<file path="src/hw/qsswd_pkg.sv">
/*
 * Shared constants, types and register map for the quad supply
 * supervisor with watchdog.
 * Assumes a single 100 MHz clock and an AXI4-Lite register master.
 */
// Function
// - After the release condition holds, keep reset asserted for the delay, then release
// - Any assert condition asserts the channel reset at once, without delay
// - Manual reset low holds the channel-1 reset asserted while low
// - Channel 1 releases only with manual reset high and monitor 1 above threshold
// - Channels 1-3 and window low assert on undervoltage, release after delay
// - Channel 4 releases only with low above and high below threshold
// - All channels follow their comparator result in the same manner
// - Watchdog counts only while channel 1 is released, no timeout otherwise
// - Every kick edge clears the watchdog count and restarts it
// - No kick edge within the period while released raises the watchdog fault
// - The watchdog fault is latched regardless of later kick edges
// - Kick toggling never clears a latched fault, in either channel-1 state
// - Only a channel-1 reset assertion clears the latched fault
// - Each channel delay is selectable: 300 ms, 20 ms or programmable
// - Programmable delay restarts on every assertion, ramp runs from release condition
// - Watchdog period is 600 ms, counted from release or last kick edge
package qsswd_pkg;

    // ----------------------------------------
    // Timing
    // ----------------------------------------
    localparam int QSSWD_CLK_HZ = 100_000_000;
    localparam int QSSWD_CYC_PER_MS = QSSWD_CLK_HZ / 1000;
    localparam int QSSWD_DLY_OPEN_MS = 20;
    localparam int QSSWD_DLY_PULLUP_MS = 300;
    localparam int QSSWD_WDT_MS = 600;
    localparam int QSSWD_CNT_W = 32;
    typedef logic [QSSWD_CNT_W-1:0] qsswd_cnt_t;
    localparam qsswd_cnt_t QSSWD_DLY_OPEN_CYC = qsswd_cnt_t'(QSSWD_DLY_OPEN_MS * QSSWD_CYC_PER_MS);
    localparam qsswd_cnt_t QSSWD_DLY_PULLUP_CYC = qsswd_cnt_t'(QSSWD_DLY_PULLUP_MS * QSSWD_CYC_PER_MS);
    localparam qsswd_cnt_t QSSWD_WDT_CYC = qsswd_cnt_t'(QSSWD_WDT_MS * QSSWD_CYC_PER_MS);

    // ----------------------------------------
    // Modes and states
    // ----------------------------------------
    typedef enum logic [1:0] {
        QSSWD_DLY_OPEN = 2'b00,
        QSSWD_DLY_PULLUP = 2'b01,
        QSSWD_DLY_CAP = 2'b10
    } qsswd_dly_t;
    typedef enum logic {
        QSSWD_ST_ASSERTED = 1'b0,
        QSSWD_ST_RELEASED = 1'b1
    } qsswd_st_t;

    // ----------------------------------------
    // Register map
    // ----------------------------------------
    localparam int QSSWD_ADDR_W = 8;
    localparam int QSSWD_NCH = 4;
    localparam int QSSWD_IRQ_W = 5;
    localparam int QSSWD_MODE_W = 2;
    localparam int QSSWD_NPIN = 7;
    localparam logic [7:0] QSSWD_REG_CTRL = 8'h00;
    localparam logic [7:0] QSSWD_REG_PROG = 8'h04;
    localparam logic [7:0] QSSWD_REG_STATUS = 8'h08;
    localparam logic [7:0] QSSWD_REG_IRQ_STAT = 8'h0C;
    localparam logic [7:0] QSSWD_REG_IRQ_CLR = 8'h10;
    localparam logic [7:0] QSSWD_REG_IRQ_EN = 8'h14;
    localparam logic [31:0] QSSWD_CTRL_RST = 32'h0000_0000;
    localparam logic [31:0] QSSWD_PROG_RST = 32'h0001_0000;
    localparam logic [1:0] QSSWD_RESP_OKAY = 2'b00;
    localparam logic [1:0] QSSWD_RESP_SLVERR = 2'b10;

endpackage

</file>
<file path="src/hw/qsswd_chan.sv">
/*
 * One supply-monitor channel: immediate assertion, delayed release.
 * Assumes a synchronised release condition from the same clock.
 */
`timescale 1ns/1ps
module qsswd_chan
    import qsswd_pkg::*;
#(
    parameter qsswd_cnt_t OPEN_CYC = QSSWD_DLY_OPEN_CYC,
    parameter qsswd_cnt_t PULLUP_CYC = QSSWD_DLY_PULLUP_CYC
) (
    input wire logic aclk,
    input wire logic aresetn,
    input wire logic release_ok,
    input wire logic [1:0] dly_mode,
    input wire qsswd_cnt_t prog_cyc,
    output logic reset_out_n
);

    qsswd_st_t st_q;
    qsswd_cnt_t cnt_q;
    qsswd_cnt_t tgt;
    logic out_q;

    // Delay length from the selected mode, never below one cycle
    always_comb begin
        case (qsswd_dly_t'(dly_mode))
            QSSWD_DLY_PULLUP: tgt = PULLUP_CYC;
            QSSWD_DLY_CAP: tgt = prog_cyc;
            default: tgt = OPEN_CYC;
        endcase
        if (tgt == '0) begin
            tgt = qsswd_cnt_t'(1);
        end
    end

    // Assert at once, count the release delay, restart on every assertion
    always_ff @(posedge aclk) begin
        if (!aresetn) begin
            st_q <= QSSWD_ST_ASSERTED;
            cnt_q <= '0;
            out_q <= 1'b0;
        end else if (!release_ok) begin
            st_q <= QSSWD_ST_ASSERTED;
            cnt_q <= '0;
            out_q <= 1'b0;
        end else begin
            case (st_q)
                QSSWD_ST_ASSERTED: begin
                    if (cnt_q >= tgt - qsswd_cnt_t'(1)) begin
                        st_q <= QSSWD_ST_RELEASED;
                        out_q <= 1'b1;
                    end else begin
                        cnt_q <= cnt_q + qsswd_cnt_t'(1);
                    end
                end
                QSSWD_ST_RELEASED: out_q <= 1'b1;
                default: st_q <= QSSWD_ST_ASSERTED;
            endcase
        end
    end

    assign reset_out_n = out_q;
endmodule

</file>
<file path="src/hw/qsswd_sync.sv">
/*
 * Three-stage input synchroniser with agreement filter.
 * Assumes an asynchronous level input; output resets low.
 */
`timescale 1ns/1ps
module qsswd_sync
    import qsswd_pkg::*;
(
    input wire logic aclk,
    input wire logic aresetn,
    input wire logic din,
    output logic dout
);

    logic s1_q;
    logic s2_q;
    logic s3_q;
    logic dout_q;

    // Shift chain; a change counts once stages two and three agree
    always_ff @(posedge aclk) begin
        if (!aresetn) begin
            s1_q <= 1'b0;
            s2_q <= 1'b0;
            s3_q <= 1'b0;
            dout_q <= 1'b0;
        end else begin
            s1_q <= din;
            s2_q <= s1_q;
            s3_q <= s2_q;
            if (s2_q == s3_q) begin
                dout_q <= s3_q;
            end
        end
    end

    assign dout = dout_q;

endmodule

</file>
<file path="src/hw/qsswd_top.sv">
/*
 * Quad supply supervisor with watchdog: four reset channels, a
 * watchdog tied to channel 1, interrupts and an AXI4-Lite slave.
 * Assumes comparator flags and pins arrive asynchronously.
 */
`timescale 1ns/1ps
module qsswd_top
    import qsswd_pkg::*;
#(
    parameter qsswd_cnt_t DLY_OPEN_CYC = QSSWD_DLY_OPEN_CYC,
    parameter qsswd_cnt_t DLY_PULLUP_CYC = QSSWD_DLY_PULLUP_CYC,
    parameter qsswd_cnt_t WDT_CYC = QSSWD_WDT_CYC
) (
    input wire logic aclk,
    input wire logic aresetn,
    input wire logic [QSSWD_ADDR_W-1:0] awaddr,
    input wire logic [2:0] awprot,
    input wire logic awvalid,
    output logic awready,
    input wire logic [31:0] wdata,
    input wire logic [3:0] wstrb,
    input wire logic wvalid,
    output logic wready,
    output logic [1:0] bresp,
    output logic bvalid,
    input wire logic bready,
    input wire logic [QSSWD_ADDR_W-1:0] araddr,
    input wire logic [2:0] arprot,
    input wire logic arvalid,
    output logic arready,
    output logic [31:0] rdata,
    output logic [1:0] rresp,
    output logic rvalid,
    input wire logic rready,
    input wire logic monitor_in_1,
    input wire logic monitor_in_2,
    input wire logic monitor_in_3,
    input wire logic window_low_monitor_in,
    input wire logic window_high_monitor_in,
    input wire logic manual_reset_in_n,
    input wire logic watchdog_kick_in,
    output logic primary_reset_out_n,
    output logic [1:0] channel_reset_out_n,
    output logic window_reset_out_n,
    output logic watchdog_fault_out_n,
    output logic irq
);

    // ----------------------------------------
    // Helper functions
    // ----------------------------------------

    // True for an address that maps to a register
    function automatic logic addr_ok(input logic [QSSWD_ADDR_W-1:0] a);
        case (a)
            QSSWD_REG_CTRL, QSSWD_REG_PROG, QSSWD_REG_STATUS,
            QSSWD_REG_IRQ_STAT, QSSWD_REG_IRQ_CLR, QSSWD_REG_IRQ_EN: addr_ok = 1'b1;
            default: addr_ok = 1'b0;
        endcase
    endfunction

    // Byte-lane merge of a write into a stored word
    function automatic logic [31:0] merge(input logic [31:0] old, input logic [31:0] d,
        input logic [3:0] s);
        logic [31:0] r;
        r = old;
        for (int b = 0; b < 4; b++) begin
            if (s[b]) begin
                r[8*b +: 8] = d[8*b +: 8];
            end
        end
        merge = r;
    endfunction

    // ----------------------------------------
    // Pin synchronisers
    // ----------------------------------------
    logic [QSSWD_NPIN-1:0] pin_raw;
    logic [QSSWD_NPIN-1:0] pin_s;
    logic m1_s, m2_s, m3_s, wl_s, wh_s, mr_s, kick_s;

    assign pin_raw = {watchdog_kick_in, manual_reset_in_n, window_high_monitor_in,
        window_low_monitor_in, monitor_in_3, monitor_in_2, monitor_in_1};
    assign {kick_s, mr_s, wh_s, wl_s, m3_s, m2_s, m1_s} = pin_s;

    // Every pin passes the three-stage filter
    for (genvar p = 0; p < QSSWD_NPIN; p++) begin : g_sync
        qsswd_sync u_sync (
            .aclk(aclk),
            .aresetn(aresetn),
            .din(pin_raw[p]),
            .dout(pin_s[p])
        );
    end

    // ----------------------------------------
    // Reset channels
    // ----------------------------------------
    logic [31:0] ctrl_q;
    logic [31:0] prog_q;
    logic [QSSWD_NCH-1:0] rel_ok;
    logic [QSSWD_NCH-1:0] ch_rst_n;

    // Release conditions per channel
    assign rel_ok[0] = mr_s & m1_s;
    assign rel_ok[1] = m2_s;
    assign rel_ok[2] = m3_s;
    assign rel_ok[3] = wl_s & ~wh_s;

    // Identical channel logic for all four monitors
    for (genvar c = 0; c < QSSWD_NCH; c++) begin : g_chan
        qsswd_chan #(
            .OPEN_CYC(DLY_OPEN_CYC),
            .PULLUP_CYC(DLY_PULLUP_CYC)
        ) u_chan (
            .aclk(aclk),
            .aresetn(aresetn),
            .release_ok(rel_ok[c]),
            .dly_mode(ctrl_q[QSSWD_MODE_W*c +: QSSWD_MODE_W]),
            .prog_cyc(prog_q),
            .reset_out_n(ch_rst_n[c])
        );
    end

    assign primary_reset_out_n = ch_rst_n[0];
    assign channel_reset_out_n = ch_rst_n[2:1];
    assign window_reset_out_n = ch_rst_n[3];

    // ----------------------------------------
    // Watchdog
    // ----------------------------------------
    logic kick_prev_q;
    logic kick_edge;
    qsswd_cnt_t wdt_cnt_q;
    logic wdt_fault_n_q;

    assign kick_edge = kick_s ^ kick_prev_q;

    // Edge detector on the synchronised kick
    always_ff @(posedge aclk) begin
        if (!aresetn) begin
            kick_prev_q <= 1'b0;
        end else begin
            kick_prev_q <= kick_s;
        end
    end

    // Up-count runs only while channel 1 is released and no fault is held
    always_ff @(posedge aclk) begin
        if (!aresetn) begin
            wdt_cnt_q <= '0;
        end else if (!ch_rst_n[0] || !wdt_fault_n_q) begin
            wdt_cnt_q <= '0;
        end else if (kick_edge) begin
            wdt_cnt_q <= '0;
        end else begin
            wdt_cnt_q <= wdt_cnt_q + qsswd_cnt_t'(1);
        end
    end

    // Latched fault, cleared only by a channel-1 assertion
    always_ff @(posedge aclk) begin
        if (!aresetn) begin
            wdt_fault_n_q <= 1'b1;
        end else if (!ch_rst_n[0]) begin
            wdt_fault_n_q <= 1'b1;
        end else if (!kick_edge && wdt_cnt_q >= WDT_CYC - qsswd_cnt_t'(1)) begin
            wdt_fault_n_q <= 1'b0;
        end
    end

    assign watchdog_fault_out_n = wdt_fault_n_q;

    // ----------------------------------------
    // Interrupts
    // ----------------------------------------
    logic [QSSWD_NCH-1:0] ch_prev_q;
    logic wdo_prev_q;
    logic [QSSWD_IRQ_W-1:0] irq_ev;
    logic [QSSWD_IRQ_W-1:0] irq_stat_q;
    logic [QSSWD_IRQ_W-1:0] irq_en_q;
    logic [QSSWD_IRQ_W-1:0] irq_clr;
    logic irq_q;

    // Events: a channel asserting, the watchdog fault appearing
    assign irq_ev = {wdo_prev_q & ~wdt_fault_n_q, ch_prev_q & ~ch_rst_n};

    // Sticky status; a new event wins over a clear in the same cycle
    always_ff @(posedge aclk) begin
        if (!aresetn) begin
            ch_prev_q <= '0;
            wdo_prev_q <= 1'b1;
            irq_stat_q <= '0;
            irq_q <= 1'b0;
        end else begin
            ch_prev_q <= ch_rst_n;
            wdo_prev_q <= wdt_fault_n_q;
            irq_stat_q <= (irq_stat_q & ~irq_clr) | irq_ev;
            irq_q <= |(irq_stat_q & irq_en_q);
        end
    end

    assign irq = irq_q;

    // ----------------------------------------
    // AXI4-Lite write side
    // ----------------------------------------
    logic awready_q, wready_q, bvalid_q;
    logic [1:0] bresp_q;
    logic [QSSWD_ADDR_W-1:0] aw_addr_q;
    logic [31:0] w_data_q;
    logic [3:0] w_strb_q;
    logic wr_go;

    // Both halves held and no response pending
    assign wr_go = !awready_q && !wready_q && !bvalid_q;

    // Address and data taken in either order, response after both
    always_ff @(posedge aclk) begin
        if (!aresetn) begin
            awready_q <= 1'b1;
            wready_q <= 1'b1;
            bvalid_q <= 1'b0;
            bresp_q <= QSSWD_RESP_OKAY;
            aw_addr_q <= '0;
            w_data_q <= '0;
            w_strb_q <= '0;
        end else begin
            if (awvalid && awready_q) begin
                aw_addr_q <= awaddr;
                awready_q <= 1'b0;
            end
            if (wvalid && wready_q) begin
                w_data_q <= wdata;
                w_strb_q <= wstrb;
                wready_q <= 1'b0;
            end
            if (wr_go) begin
                bvalid_q <= 1'b1;
                bresp_q <= addr_ok(aw_addr_q) ? QSSWD_RESP_OKAY : QSSWD_RESP_SLVERR;
            end
            if (bvalid_q && bready) begin
                bvalid_q <= 1'b0;
                awready_q <= 1'b1;
                wready_q <= 1'b1;
            end
        end
    end

    // Clear pulse from the write-only clear register
    assign irq_clr = (wr_go && aw_addr_q == QSSWD_REG_IRQ_CLR && w_strb_q[0]) ?
        w_data_q[QSSWD_IRQ_W-1:0] : '0;

    // Writable configuration registers
    always_ff @(posedge aclk) begin
        if (!aresetn) begin
            ctrl_q <= QSSWD_CTRL_RST;
            prog_q <= QSSWD_PROG_RST;
            irq_en_q <= '0;
        end else if (wr_go) begin
            case (aw_addr_q)
                QSSWD_REG_CTRL: ctrl_q <= merge(ctrl_q, w_data_q, w_strb_q);
                QSSWD_REG_PROG: prog_q <= merge(prog_q, w_data_q, w_strb_q);
                QSSWD_REG_IRQ_EN: begin
                    irq_en_q <= w_strb_q[0] ? w_data_q[QSSWD_IRQ_W-1:0] : irq_en_q;
                end
                default: ctrl_q <= ctrl_q;
            endcase
        end
    end

    assign awready = awready_q;
    assign wready = wready_q;
    assign bvalid = bvalid_q;
    assign bresp = bresp_q;

    // ----------------------------------------
    // AXI4-Lite read side
    // ----------------------------------------
    logic arready_q, rvalid_q;
    logic [1:0] rresp_q;
    logic [31:0] rdata_q;
    logic [31:0] rd_mux;

    // Read data selection; unmapped and write-only read as zero
    always_comb begin
        case (araddr)
            QSSWD_REG_CTRL: rd_mux = ctrl_q;
            QSSWD_REG_PROG: rd_mux = prog_q;
            QSSWD_REG_STATUS: rd_mux = {27'h0, ~wdt_fault_n_q, ~ch_rst_n};
            QSSWD_REG_IRQ_STAT: rd_mux = {27'h0, irq_stat_q};
            QSSWD_REG_IRQ_EN: rd_mux = {27'h0, irq_en_q};
            default: rd_mux = 32'h0000_0000;
        endcase
    end

    // One read at a time, answered the cycle after the address is taken
    always_ff @(posedge aclk) begin
        if (!aresetn) begin
            arready_q <= 1'b1;
            rvalid_q <= 1'b0;
            rresp_q <= QSSWD_RESP_OKAY;
            rdata_q <= '0;
        end else begin
            if (arvalid && arready_q) begin
                arready_q <= 1'b0;
                rvalid_q <= 1'b1;
                rdata_q <= rd_mux;
                rresp_q <= addr_ok(araddr) ? QSSWD_RESP_OKAY : QSSWD_RESP_SLVERR;
            end
            if (rvalid_q && rready) begin
                rvalid_q <= 1'b0;
                arready_q <= 1'b1;
            end
        end
    end

    assign arready = arready_q;
    assign rvalid = rvalid_q;
    assign rdata = rdata_q;
    assign rresp = rresp_q;
endmodule

</file>
<file path="config.mk">
export PLATFORM = sky130hd
export DESIGN_NAME = qsswd_top
export DESIGN_NICKNAME = d
export VERILOG_FILES = /design/src/hw/qsswd_pkg.sv /design/src/hw/qsswd_chan.sv /design/src/hw/qsswd_sync.sv /design/src/hw/qsswd_top.sv
export SDC_FILE = /design/constraint.sdc
export NUM_CORES = 1
export LEC_CHECK = 0
export ABC_CLOCK_PERIOD_IN_PS = 12300
export BUFFER_PORTS_ARGS = -buffer_cell sky130_fd_sc_hd__buf_2
export CORE_ASPECT_RATIO = 0.6
export CORE_MARGIN = 3
export CORE_UTILIZATION = 35
export CTS_BUF_LIST = sky130_fd_sc_hd__clkbuf_4 sky130_fd_sc_hd__clkbuf_8
export CTS_CLUSTER_DIAMETER = 100
export DETAILED_ROUTE_END_ITERATION = 8
export PLACE_DENSITY_LB_ADDON = 0.08
export SLEW_MARGIN = 20
export SYNTH_ARGS = -nofsm -noshare
export SYNTH_HDL_FRONTEND = slang
export SYNTH_SLANG_ARGS = --single-unit
</file>
<file path="constraint.sdc">
create_clock -name aclk -period 12.3 [get_ports aclk]
set_input_delay 1.845 -clock aclk [delete_from_list [all_inputs] [get_ports aclk]]
set_output_delay 1.845 -clock aclk [all_outputs]
set_load 0.005 [all_outputs]
</file>
==> impl_metrics.toml <==
[status]
status = "finished clean"

[pwr]
p_per_area_nw_per_um2 = 100
p_leak_nw = 8.74
irDropWorstVdd_v = 0.0000781

[critical_path]
cp_num_buf_inv = 2
critical_path_class = "flop to flop"
crit_family = "compound AO/OA/AOI/OAI gates"
max_stage_delay_ps = 840
cp.required_ps = 12850
crit_chain = "ha_1, buf_4, nor2b_1, a22o_1, and3_1, and2_1, a22oi_1, ha_1, and2_1, nand4_1, or4b_2, nor3_1, xor2_1, nand2_1, ha_1, a21o_1, a211oi_1, o21ai_0, a21oi_1, buf_4, a31oi_1, a41o_1"
worstSetupStartpointType = "flop"
cp.arrival_ps = 7850
reg2reg_from = "ctrl_q[5]$_SDFFE_PN0P_"
critPathSlowestCell = "a21oi_1"
critPathLaunch = "ctrl_q[5]$_SDFFE_PN0P_"
cp-end-kind = "flop"
cp_max_fo = 51
critPathMostFrequentCell = "ha_1"

[drt]
wire_per_inst_um = 20.4
drtPass1Iterations = 6
ant_nets = 0
route.met3.wl_um = 6270
route.vias.total = 21200
wl_um = 76300
dr_wl_met2_um = 29200
wl_met1_um = 40000
route.detailed.drc = 0
highest_layer = "met4"
via_per_inst = 5.67
drt_iter0_markers = 1904

[timing]
finalCritPeriodShare_pct = 59.3
final_hold_viol_count = 0
maxSlewViolCount = 0
rsz0062_at_grt = "no"
worst_pin_slew_ps = 987
fin_tns_setup_ps = 0
setup_viol = 0
slew_headroom_pct = 34.1
fmax_mhz = 137
min_period_ps = 7300
fin_worst_skew_ps = 55.3
fin_hold_ws_ps = 435
setup_ws_ps = 5000

[die]
die_h_um = 201
ioPinCount = 119
core_sq_um = 61800
start_util_pct = 35.9
rows = 70
die_width_um = 331
dieArea_sq_um = 66600

[clock_network]
cts-htree-levels = 2
cts_buffers = 57
root_buffer = "clkbuf_8"
cts_tree = "done"
cts.path.max_buffers = 3
clock_latency_ps = 700
clk_pin_slew_ps = 70
holdBufCountCts = 0
cts_setup_buffers = 0
cts_sinks = 361
cts-resized-gates = 0

[logic_synthesis]
synth_area_leaders = "dfxtp_1 33%, ha_1 8.2%, nand2_1 6.3%"
synth_top_cell_by_area = "dfxtp_1"
synthFlopType = "dfxtp_1"
synthDistinctLibCells = 81
synth_top_area_share_pct = 32.6
async_reset_ff_share_pct = 0
ys_ff_latch = 361
synth_edf_count = 0
syn_area_sq_um = 22200
yosysSeqAreaShare_pct = 32.6
ys_warn_count = 0
syn_inst = 2820
syn_area_per_cell_sq_um = 7.87

[place]
place.gp.congestion = 0.913
io_buffers = 110
placed_cells = 3625
placed_cell_area_sq_um = 23500
pre_cts_ws_ps = 5240
hpwl_um = 55100

[worst_hold_path]
holdCritStartpoint = "g_sync[3].u_sync.s1_q$_SDFF_PN0_"
min_path_type = "flop to flop"

[grt]
track_usage_pct = 22.2
grt_max_degree = 81
antenna_found_initial = 4
grt_pass1_wl_um = 117000
grt_pass1_vias = 19600
gr-total-overflow = 0

[layout]
fin_cells = 3735
fin_area_sq_um = 24900
finalNetCount = 3075
areaGrowthSynthToFinish_pct = 12.2
drive_gt1_share_pct = 11.0

[flow_run]
maxCapViolCount = 0
worst reg2reg max path, cell delays in order, from the launching register on:
cell      delay, ps
dfxtp_1         440
ha_1            190
buf_4           430
nor2b_1         270
a22o_1          300
and3_1          180
and2_1          170
a22oi_1         320
ha_1            430
and2_1          200
nand4_1         270
or4b_2          820
nor3_1          210
xor2_1          170
nand2_1         110
ha_1            330
a21o_1          180
a211oi_1        290
o21ai_0         310
a21oi_1         840
buf_4           370
a31oi_1         120
a41o_1          210
through the flow:
stage / total power [mW] / utilization (%)
after floorplan: 1.26 / -
final: 2.49 / 40.3
after CTS: 2.53 / 40.2
after global routing: 2.59 / 40.3
after global placement: 1.29 / 38.0
after detailed placement: 1.29 / 38.0
layout make-up:
class / count / area [sq um]
Antenna cell: 1 / 2.50
Clock buffer: 96 / 1260
Clock inverter: 11 / 125
Fill cell: 6403 / 36900
Inverter: 62 / 233
Multi-Input combinational cell: 2216 / 14100
Sequential cell: 361 / 7230
Tap cell: 828 / 1040
Timing Repair Buffer: 160 / 932
state kept, by name (all words and copies together), names as in the netlist, 8 cells and up:
signal,flops
wdt_cnt_q,32
w_data_q,32
rdata,32
ctrl_q,32
prog_q,32
g_chan.u_chan.cnt_q,128
aw_addr_q,8
layer usage:
| metal | vias to the layer above | global-route usage (%) |
|---|---|---|
| li1 | 10300 | - |
| met1 | 10100 | 35.7 |
| met2 | 684 | 29.5 |
| met3 | 68 | 5.16 |
| met4 | 0 | 4.00 |
| met5 | - | 0 |
cell families (layout without fill, tap and decap cells):
kind of cell	after synthesis	count (layout)	synth area share (%)
simple gates	1206	1206	27.4
xor+xnor	134	134	5.29
mux	46	46	2.09
buf+inv	244	329	4.23
compound gates	683	683	20.2
fa+ha+maj	145	145	8.17
flops	361	361	32.6
other cells	1	3	0.0169
final timing paths:
| path | to | slack, ps | depth (start not counted) |
|---|---|---|---|
| worst max-delay path | g_chan[2].u_chan.cnt_q[4]$_SDFFE_PN0P_ | 5000 | 22 |
| worst min register to register | g_sync[3].u_sync.s2_q$_SDFF_PN0_ | 440 | 1 |
| worst max register to register | g_chan[2].u_chan.cnt_q[4]$_SDFFE_PN0P_ | 5000 | 22 |
| worst min-delay path | g_sync[3].u_sync.s2_q$_SDFF_PN0_ | 440 | 1 |
synth_stat cells, drive strengths merged (16+ instances only):
| library cell | instances |
|---|---|
| nand2 | 371 |
| dfxtp | 361 |
| nor2 | 194 |
| a21oi | 189 |
| clkbuf | 161 |
| ha | 145 |
| nand3 | 135 |
| o21ai | 130 |
| xnor2 | 88 |
| a21boi | 87 |
| and2 | 82 |
| nand4 | 63 |
| inv | 62 |
| nor2b | 61 |
| nor3 | 51 |
| nor4 | 46 |
| xor2 | 46 |
| or3 | 44 |
| or4 | 44 |
| mux2i | 43 |
| o31ai | 38 |
| a22oi | 37 |
| and3 | 27 |
| a21o | 22 |
| a31oi | 22 |
| buf | 21 |
| or2 | 21 |
| and4 | 20 |
| nand2b | 18 |
| a2111oi | 16 |
| a211oi | 16 |
| o21a | 16 |
layout by cell type, fill, tap and decap left out, types with 42 or more instances in the layout:
| cell | count |
|---|---|
| buf_2 | 109 |
| nor3_1 | 50 |
| inv_1 | 62 |
| or3_1 | 44 |
| or4_1 | 42 |
| nor2_1 | 194 |
| buf_4 | 49 |
| nand4_1 | 63 |
| nor2b_1 | 59 |
| and2_1 | 81 |
| mux2i_1 | 43 |
| xor2_1 | 46 |
| nand2_1 | 370 |
| xnor2_1 | 88 |
| o21ai_0 | 129 |
| dfxtp_1 | 361 |
| a21oi_1 | 189 |
| nor4_1 | 45 |
| clkbuf_8 | 87 |
| nand3_1 | 134 |
| ha_1 | 144 |
| a21boi_0 | 85 |
where the power goes:
part / leakage (nW) / switching [mW] / internal, mW / total, mW
sequential: 2.92 / 0.0163 / 1.18 / 1.20
combinational: 5.09 / 0.0375 / 0.0274 / 0.0648
clock: 0.732 / 0.534 / 0.693 / 1.23
(Power assumes the default switching activity.)
